===== config.mk =====
export PLATFORM = sky130hd
export DESIGN_NAME = tcp_top
export DESIGN_NICKNAME = d
export VERILOG_FILES = /design/src/hdl/tcp_pkg.sv /design/src/hdl/tcp_capture.sv /design/src/hdl/tcp_compare.sv /design/src/hdl/tcp_top.sv
export SDC_FILE = /design/constraint.sdc
export NUM_CORES = 1
export LEC_CHECK = 0
export BUFFER_PORTS_ARGS = -buffer_cell sky130_fd_sc_hd__buf_2
export CAP_MARGIN = 15
export CORE_ASPECT_RATIO = 0.7
export CORE_MARGIN = 2
export CORE_UTILIZATION = 52
export DETAILED_ROUTE_END_ITERATION = 16
export PLACE_DENSITY = 0.88
export SLEW_MARGIN = 15
export SYNTH_ARGS = -nofsm -noshare
export SYNTH_HDL_FRONTEND = slang
export SYNTH_SLANG_ARGS = --single-unit

===== constraint.sdc =====
create_clock -name clk -period 2.4 [get_ports clk]
set_clock_uncertainty 0.15 [all_clocks]
set_input_delay 0.12 -clock clk [delete_from_list [all_inputs] [get_ports clk]]
set_output_delay 0.12 -clock clk [all_outputs]
set_load 0.02 [all_outputs]

===== src/hdl/tcp_pkg.sv =====
// Functional notes
// Force bits read zero; writing zero does nothing
// Force B copies level B onto pin B
// Force A copies level A onto pin A
// Forced compare never sets the compare flag
// Compare B match clocks level B onto pin B
// Compare A match clocks level A onto pin A
// Capture A edge follows the edge-select bit
// Capture B uses falling edges only, no select
// Match is counter equals compare, per increment
package tcp_pkg;
	// ============================================================
	// Register byte offsets
	localparam logic [7:0] OFS_CTRL = 8'h00;
	localparam logic [7:0] OFS_STAT = 8'h04;
	localparam logic [7:0] OFS_COUNT = 8'h08;
	localparam logic [7:0] OFS_CMP_A = 8'h0C;
	localparam logic [7:0] OFS_CMP_B = 8'h10;
	localparam logic [7:0] OFS_CAP_A = 8'h14;
	localparam logic [7:0] OFS_CAP_B = 8'h18;
	// ============================================================
	// Control fields
	localparam int CTRL_LEVEL_A = 0;
	localparam int CTRL_LEVEL_B = 1;
	localparam int CTRL_EDGE_A = 2;
	localparam int CTRL_FORCE_A = 3;
	localparam int CTRL_FORCE_B = 4;
	localparam int CTRL_WIDTH = 3;
	localparam logic [2:0] CTRL_RESET = 3'h0;
	// ============================================================
	// Status fields, write one to clear
	localparam int STAT_CMP_A = 0;
	localparam int STAT_CMP_B = 1;
	localparam int STAT_CAP_A = 2;
	localparam int STAT_CAP_B = 3;
	// ============================================================
	// Counter and timing
	localparam int COUNT_WIDTH = 16;
	localparam int PRESCALE = 4;
	localparam logic [15:0] COUNT_RESET = 16'h0000;
	localparam logic [15:0] CMP_RESET = 16'hFFFF;
	localparam logic [1:0] HTRANS_NONSEQ = 2'h2;
endpackage


===== src/hdl/tcp_capture.sv =====
`timescale 1ns/1ps
module tcp_capture #(
	parameter int WIDTH = 16
) (
	input wire logic clk, // Bus clock
	input wire logic rstn, // Async reset, low
	input wire logic pin, // Capture pin
	input wire logic edge_rise, // 1 rising, 0 falling
	input wire logic [WIDTH-1:0] count, // Free-running counter
	input wire logic flag_clear, // Clear pulse for flag
	output logic [WIDTH-1:0] value, // Captured counter value
	output logic flag // Capture happened
);
	logic pin_reg;
	logic [WIDTH-1:0] value_reg;
	logic flag_reg;
	wire rise = pin & ~pin_reg;
	wire fall = ~pin & pin_reg;
	wire hit = edge_rise ? rise : fall;
	// ============================================================
	// Edge detect and snapshot
	always_ff @(posedge clk or negedge rstn) begin
		if (!rstn) begin
			pin_reg <= 1'b0;
			value_reg <= '0;
			flag_reg <= 1'b0;
		end else begin
			pin_reg <= pin;
			if (hit) begin
				value_reg <= count;
			end
			flag_reg <= hit | (flag_reg & ~flag_clear);
		end
	end
	assign value = value_reg;
	assign flag = flag_reg;
endmodule


===== src/hdl/tcp_compare.sv =====
`timescale 1ns/1ps
module tcp_compare #(
	parameter int WIDTH = 16
) (
	input wire logic clk, // Bus clock
	input wire logic rstn, // Async reset, low
	input wire logic tick, // Counter increments now
	input wire logic [WIDTH-1:0] count, // Free-running counter
	input wire logic [WIDTH-1:0] cmp, // Compare value
	input wire logic level, // Level to drive on event
	input wire logic force_pulse, // Forced compare strobe
	input wire logic flag_clear, // Clear pulse for flag
	output logic match, // Genuine compare this cycle
	output logic pin_out, // Compare output pin
	output logic flag // Compare flag
);
	logic out_reg;
	logic flag_reg;
	assign match = tick & (count == cmp);
	// ============================================================
	// Output level latch and flag
	always_ff @(posedge clk or negedge rstn) begin
		if (!rstn) begin
			out_reg <= 1'b0;
			flag_reg <= 1'b0;
		end else begin
			if (match | force_pulse) begin
				out_reg <= level; // see R5 see R6 see R2
			end
			flag_reg <= match | (flag_reg & ~flag_clear);
		end
	end
	assign pin_out = out_reg;
	assign flag = flag_reg;
endmodule


===== src/hdl/tcp_top.sv =====
`timescale 1ns/1ps
module tcp_top #(
	parameter int COUNT_WIDTH = tcp_pkg::COUNT_WIDTH,
	parameter int PRESCALE = tcp_pkg::PRESCALE
) (
	input wire logic clk, // 50 MHz bus clock
	input wire logic rstn, // Async reset, low
	input wire logic hsel, // AHB select
	input wire logic [7:0] haddr, // AHB byte address
	input wire logic [1:0] htrans, // AHB transfer type
	input wire logic hwrite, // AHB write
	input wire logic [2:0] hsize, // AHB size
	input wire logic [31:0] hwdata, // AHB write data
	input wire logic hready, // AHB bus ready
	output logic [31:0] hrdata, // AHB read data
	output logic hreadyout, // AHB slave ready
	output logic hresp, // AHB response, always OKAY
	input wire logic capture_in_a, // Capture pin A
	input wire logic capture_in_b, // Capture pin B
	output logic compare_out_a, // Compare pin A
	output logic compare_out_b // Compare pin B
);
	// ============================================================
	// State
	logic [7:0] addr_reg;
	logic wr_pend_reg;
	logic rd_pend_reg;
	logic [31:0] hrdata_reg;
	logic [tcp_pkg::CTRL_WIDTH-1:0] ctrl_reg;
	logic [tcp_pkg::CTRL_WIDTH-1:0] ctrl_next;
	logic [COUNT_WIDTH-1:0] count_reg;
	logic [COUNT_WIDTH-1:0] cmp_a_reg;
	logic [COUNT_WIDTH-1:0] cmp_b_reg;
	logic [$clog2(PRESCALE+1)-1:0] pre_reg;
	logic [COUNT_WIDTH-1:0] cap_a;
	logic [COUNT_WIDTH-1:0] cap_b;
	logic compare_flag_a;
	logic compare_flag_b;
	logic cap_flag_a;
	logic cap_flag_b;
	logic match_a;
	logic match_b;
	logic [31:0] rd_mux;

	// ============================================================
	// Bus decode
	wire addr_phase = hsel & hready & htrans[1];
	wire wr_ctrl = wr_pend_reg & (addr_reg == tcp_pkg::OFS_CTRL);
	wire wr_stat = wr_pend_reg & (addr_reg == tcp_pkg::OFS_STAT);
	wire wr_cmp_a = wr_pend_reg & (addr_reg == tcp_pkg::OFS_CMP_A);
	wire wr_cmp_b = wr_pend_reg & (addr_reg == tcp_pkg::OFS_CMP_B);
	// Writing zero to a force bit does nothing
	wire force_a = wr_ctrl & hwdata[tcp_pkg::CTRL_FORCE_A]; // see R1
	wire force_b = wr_ctrl & hwdata[tcp_pkg::CTRL_FORCE_B]; // see R1
	// A write that forces also takes the level it carries
	wire level_a = ctrl_next[tcp_pkg::CTRL_LEVEL_A];
	wire level_b = ctrl_next[tcp_pkg::CTRL_LEVEL_B];
	wire clr_cmp_a = wr_stat & hwdata[tcp_pkg::STAT_CMP_A];
	wire clr_cmp_b = wr_stat & hwdata[tcp_pkg::STAT_CMP_B];
	wire clr_cap_a = wr_stat & hwdata[tcp_pkg::STAT_CAP_A];
	wire clr_cap_b = wr_stat & hwdata[tcp_pkg::STAT_CAP_B];
	wire tick = (pre_reg == ($clog2(PRESCALE+1))'(PRESCALE - 1));
	wire [31:0] ctrl_rd = {29'h0, ctrl_reg};
	wire [31:0] stat_rd = {28'h0, cap_flag_b, cap_flag_a, compare_flag_b, compare_flag_a};

	assign ctrl_next = wr_ctrl ? hwdata[tcp_pkg::CTRL_WIDTH-1:0] : ctrl_reg;
	assign rd_mux = (addr_reg == tcp_pkg::OFS_CTRL) ? ctrl_rd :
		(addr_reg == tcp_pkg::OFS_STAT) ? stat_rd :
		(addr_reg == tcp_pkg::OFS_COUNT) ? 32'(count_reg) :
		(addr_reg == tcp_pkg::OFS_CMP_A) ? 32'(cmp_a_reg) :
		(addr_reg == tcp_pkg::OFS_CMP_B) ? 32'(cmp_b_reg) :
		(addr_reg == tcp_pkg::OFS_CAP_A) ? 32'(cap_a) :
		(addr_reg == tcp_pkg::OFS_CAP_B) ? 32'(cap_b) : 32'h0000_0000;
	assign hreadyout = ~rd_pend_reg;
	assign hresp = 1'b0;
	assign hrdata = hrdata_reg;

	// ============================================================
	// AHB slave: writes zero wait, reads one wait state
	always_ff @(posedge clk or negedge rstn) begin
		if (!rstn) begin
			addr_reg <= 8'h00;
			wr_pend_reg <= 1'b0;
			rd_pend_reg <= 1'b0;
			hrdata_reg <= 32'h0000_0000;
		end else begin
			if (hready) begin
				addr_reg <= haddr;
				wr_pend_reg <= addr_phase & hwrite;
			end
			rd_pend_reg <= addr_phase & ~hwrite;
			if (rd_pend_reg) begin
				hrdata_reg <= rd_mux;
			end
		end
	end

	// ============================================================
	// Registers and free-running counter
	always_ff @(posedge clk or negedge rstn) begin
		if (!rstn) begin
			ctrl_reg <= tcp_pkg::CTRL_RESET;
			cmp_a_reg <= tcp_pkg::CMP_RESET;
			cmp_b_reg <= tcp_pkg::CMP_RESET;
			count_reg <= tcp_pkg::COUNT_RESET;
			pre_reg <= '0;
		end else begin
			ctrl_reg <= ctrl_next;
			if (wr_cmp_a) begin
				cmp_a_reg <= hwdata[COUNT_WIDTH-1:0];
			end
			if (wr_cmp_b) begin
				cmp_b_reg <= hwdata[COUNT_WIDTH-1:0];
			end
			pre_reg <= tick ? '0 : pre_reg + 1'b1;
			if (tick) begin
				count_reg <= count_reg + 1'b1;
			end
		end
	end

	// ============================================================
	// Channels
	tcp_compare #(.WIDTH(COUNT_WIDTH)) u_cmp_a (
		.clk(clk),
		.rstn(rstn),
		.tick(tick),
		.count(count_reg),
		.cmp(cmp_a_reg),
		.level(level_a),
		.force_pulse(force_a),
		.flag_clear(clr_cmp_a),
		.match(match_a),
		.pin_out(compare_out_a),
		.flag(compare_flag_a)
	);

	tcp_compare #(.WIDTH(COUNT_WIDTH)) u_cmp_b (
		.clk(clk),
		.rstn(rstn),
		.tick(tick),
		.count(count_reg),
		.cmp(cmp_b_reg),
		.level(level_b),
		.force_pulse(force_b),
		.flag_clear(clr_cmp_b),
		.match(match_b),
		.pin_out(compare_out_b),
		.flag(compare_flag_b)
	);

	tcp_capture #(.WIDTH(COUNT_WIDTH)) u_cap_a (
		.clk(clk),
		.rstn(rstn),
		.pin(capture_in_a),
		.edge_rise(ctrl_reg[tcp_pkg::CTRL_EDGE_A]),
		.count(count_reg),
		.flag_clear(clr_cap_a),
		.value(cap_a),
		.flag(cap_flag_a)
	);

	tcp_capture #(.WIDTH(COUNT_WIDTH)) u_cap_b (
		.clk(clk),
		.rstn(rstn),
		.pin(capture_in_b),
		.edge_rise(1'b0),
		.count(count_reg),
		.flag_clear(clr_cap_b),
		.value(cap_b),
		.flag(cap_flag_b)
	);
endmodule


==> summary.txt <==
Vias in the first global route - 4856
Worst path bufs/invs - 0
Final setup viols - 0
Antenna-violating nets left - 0
Status - completed
Post-synth EDFFs - 0
Global-route wire length before repair - 25700 µm
Hold path startpoint - hready
Crit end category - flip-flop
Layout area overhead - 23.6%
Hold Crit Depth - 2
Reg2reg path depth - 5
Area of the mapped netlist - 6020 µm²
Largest net degree at the start of global routing - 41
CP top delay family - simple AND/OR/NAND/NOR gates
All-Layer GR Usage - 27.2%
Sequential share of the synthesized area - 50.6%
PwrDens - 734 nW/µm²
Syn Area/Cell - 11.1 µm²
Leak pwr - 3.32 nW
Min Tclk post-route - 2.33 ns
Arrival @ worst endpoint - 2.46 ns
Worst-Margin Slew - 0.536 ns
Reg-to-reg endpoint - hrdata[0]
Most used flip-flop cell after synthesis - dfrtp_1
RSZ-0062 raised after global routing - no
Distinct cell type count after synthesis - 54
Setup Buffers After CTS - 0
Startpoint Class - flip-flop
Worst hold path type - input pin to flip-flop
HPWL after DPL - 10300 µm
Layout cells sized above 1 - 33.6%
# DRC - 0
Max Freq - 429 MHz
CP max stage delay - 0.68 ns
RD Place Congestion - 0.939
CP cell instances - or4_1, nor4b_1, nand3b_1, o21ai_0, a31oi_1
CTS root buffer - clkbuf_16
Hold endpoint - addr_reg[0]
Synthesized instance count - 541
IO buf count - 50
Drt via density - 5.94
Final hold violation count - 0
Placement Setup Slack - 0.157 ns
Clock latency on the worst-skew pair - 0.42 ns
Setup TNS - 0 ns
# IOs - 88
Fin worst setup slack - 0.0694 ns
Largest family of logic cells by synthesized area - multiplexers
Startpoint of the worst register-to-register path - addr_reg[5]
Initial Utilization - 54.0%
Initial antenna violation count - 1
Die H - 94.0 µm
Crit Path Category - flip-flop to flip-flop
Final nets - 684
Post-Synth Adder-Cell Area - 0.416%
Total clock sinks - 120
Flops & latches, synth - 120
Post-synthesis simple-gate area fraction - 10.6%
Slew headroom - 63.8%
Die area - 12500 µm²
Reg2reg setup slack - 0.07 ns
YS warnings - 0
Gr ovfl total - 0
Non-filler cells, final - 796
Peak supply drop - 0.678 mV
Clk buf depth - 2
Worst endpoint required time - 2.52 ns
Post-Route WL - 15700 µm
Area fraction in compound gates after synthesis - 9.34%
Mux share of post-synthesis cell area - 16.4%
Critical-path top delay cell - or4_1
WL per Instance - 19.8 µm
Core area - 11100 µm²
CTS tree - done
Diodes inserted - 0
Fillcell total - 804
CTS Buf Count - 17
Cells after DPL - 724
Max-cap violations - 0
Pins Over Slew Limit - 0
Worst-path clk slew - 0.06 ns
Post-synthesis xor/xnor area fraction - 6.84%
Crit path max fanout - 5
Die extent in x - 133 µm
DR pass1 iterations - 8
CTS H-tree depth - 4
DR vias - 4732
Detailed router's first-iteration violation count - 769
Post-synth ARST share - 100%
Final period util - 97.1%
# rows - 32
[cell usage after synthesis (2+ instances only)]
cell type / count / area share, %
and3_1: 6 / 0.62
dfstp_2: 32 / 14
nor3b_1: 2 / 0.25
nand4_1: 9 / 0.94
clkbuf_1: 30 / 1.9
nor4_1: 4 / 0.42
nand3_1: 7 / 0.58
nand3b_1: 2 / 0.25
o22ai_1: 9 / 0.94
clkinv_1: 2 / 0.12
o21ai_0: 26 / 2.2
ha_1: 2 / 0.42
o2111ai_1: 3 / 0.44
nor3_1: 5 / 0.42
buf_6: 2 / 0.37
mux2i_1: 14 / 2.3
o221ai_1: 7 / 1.0
nor2b_1: 6 / 0.62
nand2b_1: 2 / 0.21
o2bb2ai_1: 5 / 0.73
a221oi_1: 7 / 1.0
dfrtp_1: 88 / 37
mux2_2: 74 / 14
and4_1: 2 / 0.29
a21oi_1: 20 / 1.7
a22o_1: 2 / 0.29
xor2_1: 14 / 2.0
buf_1: 5 / 0.31
buf_4: 17 / 2.1
buf_2: 5 / 0.42
xnor2_1: 33 / 4.8
and2_1: 2 / 0.21
inv_1: 7 / 0.44
nor2_1: 33 / 2.1
nand2_1: 38 / 2.4
[worst max path at each step]
| stage | end | startpoint | cells past startpoint |
|---|---|---|---|
| finish | hrdata[0] | addr_reg[5] | 5 |
| global route | cmp_a_reg[11] | addr_reg[2] | 5 |
| CTS | hrdata[0] | addr_reg[5] | 5 |
| global placement | hrdata[2] | addr_reg[5] | 5 |
| detailed placement | cmp_a_reg[5] | addr_reg[2] | 5 |
| floorplan | cmp_a_reg[10] | addr_reg[4] | 6 |
[where the power goes]
part           switching, mW  leakage, nW  internal [mW]
clock network          0.958        0.290           1.67
registers             0.0858         1.46           2.14
logic                  0.345         1.57          0.260
total                   1.39         3.32           4.06
[cells by family (layout without fill, tap and decap cells)]
| family | count (synthesis) | in the layout |
|---|---|---|
| AO/OA/AOI/OAI | 87 | 87 |
| other | 1 | 17 |
| adder cells (fa/ha/maj) | 2 | 2 |
| multiplexers | 89 | 89 |
| XOR/XNOR | 47 | 47 |
| AND/OR/NAND/NOR | 126 | 126 |
| buffers and inverters | 69 | 155 |
| flip-flops | 120 | 120 |
[stage by stage]
stage / cell area [µm²] / utilization (%) / hold slack, ns / power, mW
6_report: 7430 / 66.8 / 0.0178 / 5.45
3_5_place_dp: 6420 / 57.7 / -0.0181 / 2.78
2_1_floorplan: 6080 / - / -0.326 / 2.58
4_1_cts: 7430 / 66.8 / 0.00477 / 5.45
3_3_place_gp: 6420 / 57.7 / -0.0309 / 2.76
5_1_grt: 7430 / 66.8 / 0.0297 / 5.62
[routing by layer]
metal  share of wire, %  routed length (µm)  vias to the layer above  global-route usage [%]
li1                   -                   -                     2060                       -
met2                 45                7140                      255                    41.9
met1                 43                6820                     2357                    37.0
met4                2.3                 369                        2                    11.2
met5               0.17                  27                        -                       0
met3                8.8                1380                       58                    6.85
[cell type report]
cell class / instances / area (µm²) / area share (%)
Inverter: 9 / 33.8 / 0.454
Tap cell: 153 / 191 / 2.57
Timing Repair Buffer: 114 / 858 / 11.5
Multi-Input combinational cell: 368 / 2690 / 36.2
Sequential cell: 120 / 3040 / 40.9
Clock inverter: 13 / 170 / 2.29
Clock buffer: 19 / 443 / 5.96
[layout by cell type (no fill, tap or decap), types with 20 or more instances in the layout]
cell,Yosys,layout
mux2_2,74,74
dfrtp_1,88,87
a21oi_1,20,20
buf_2,5,49
nand2_1,38,38
o21ai_0,26,26
nor2_1,33,33
dfstp_2,32,32
buf_4,17,23
xnor2_1,33,33
dlygate4sd3_1,0,40
[repair_timing]
action | in CTS | in global routing
setup endpoints to repair | 0 | 2
endpoints found under the hold margin | 114 | 0
gates resized for setup | 0 | 1
hold buffers | 40 | 0
(Power assumes the default switching activity.)
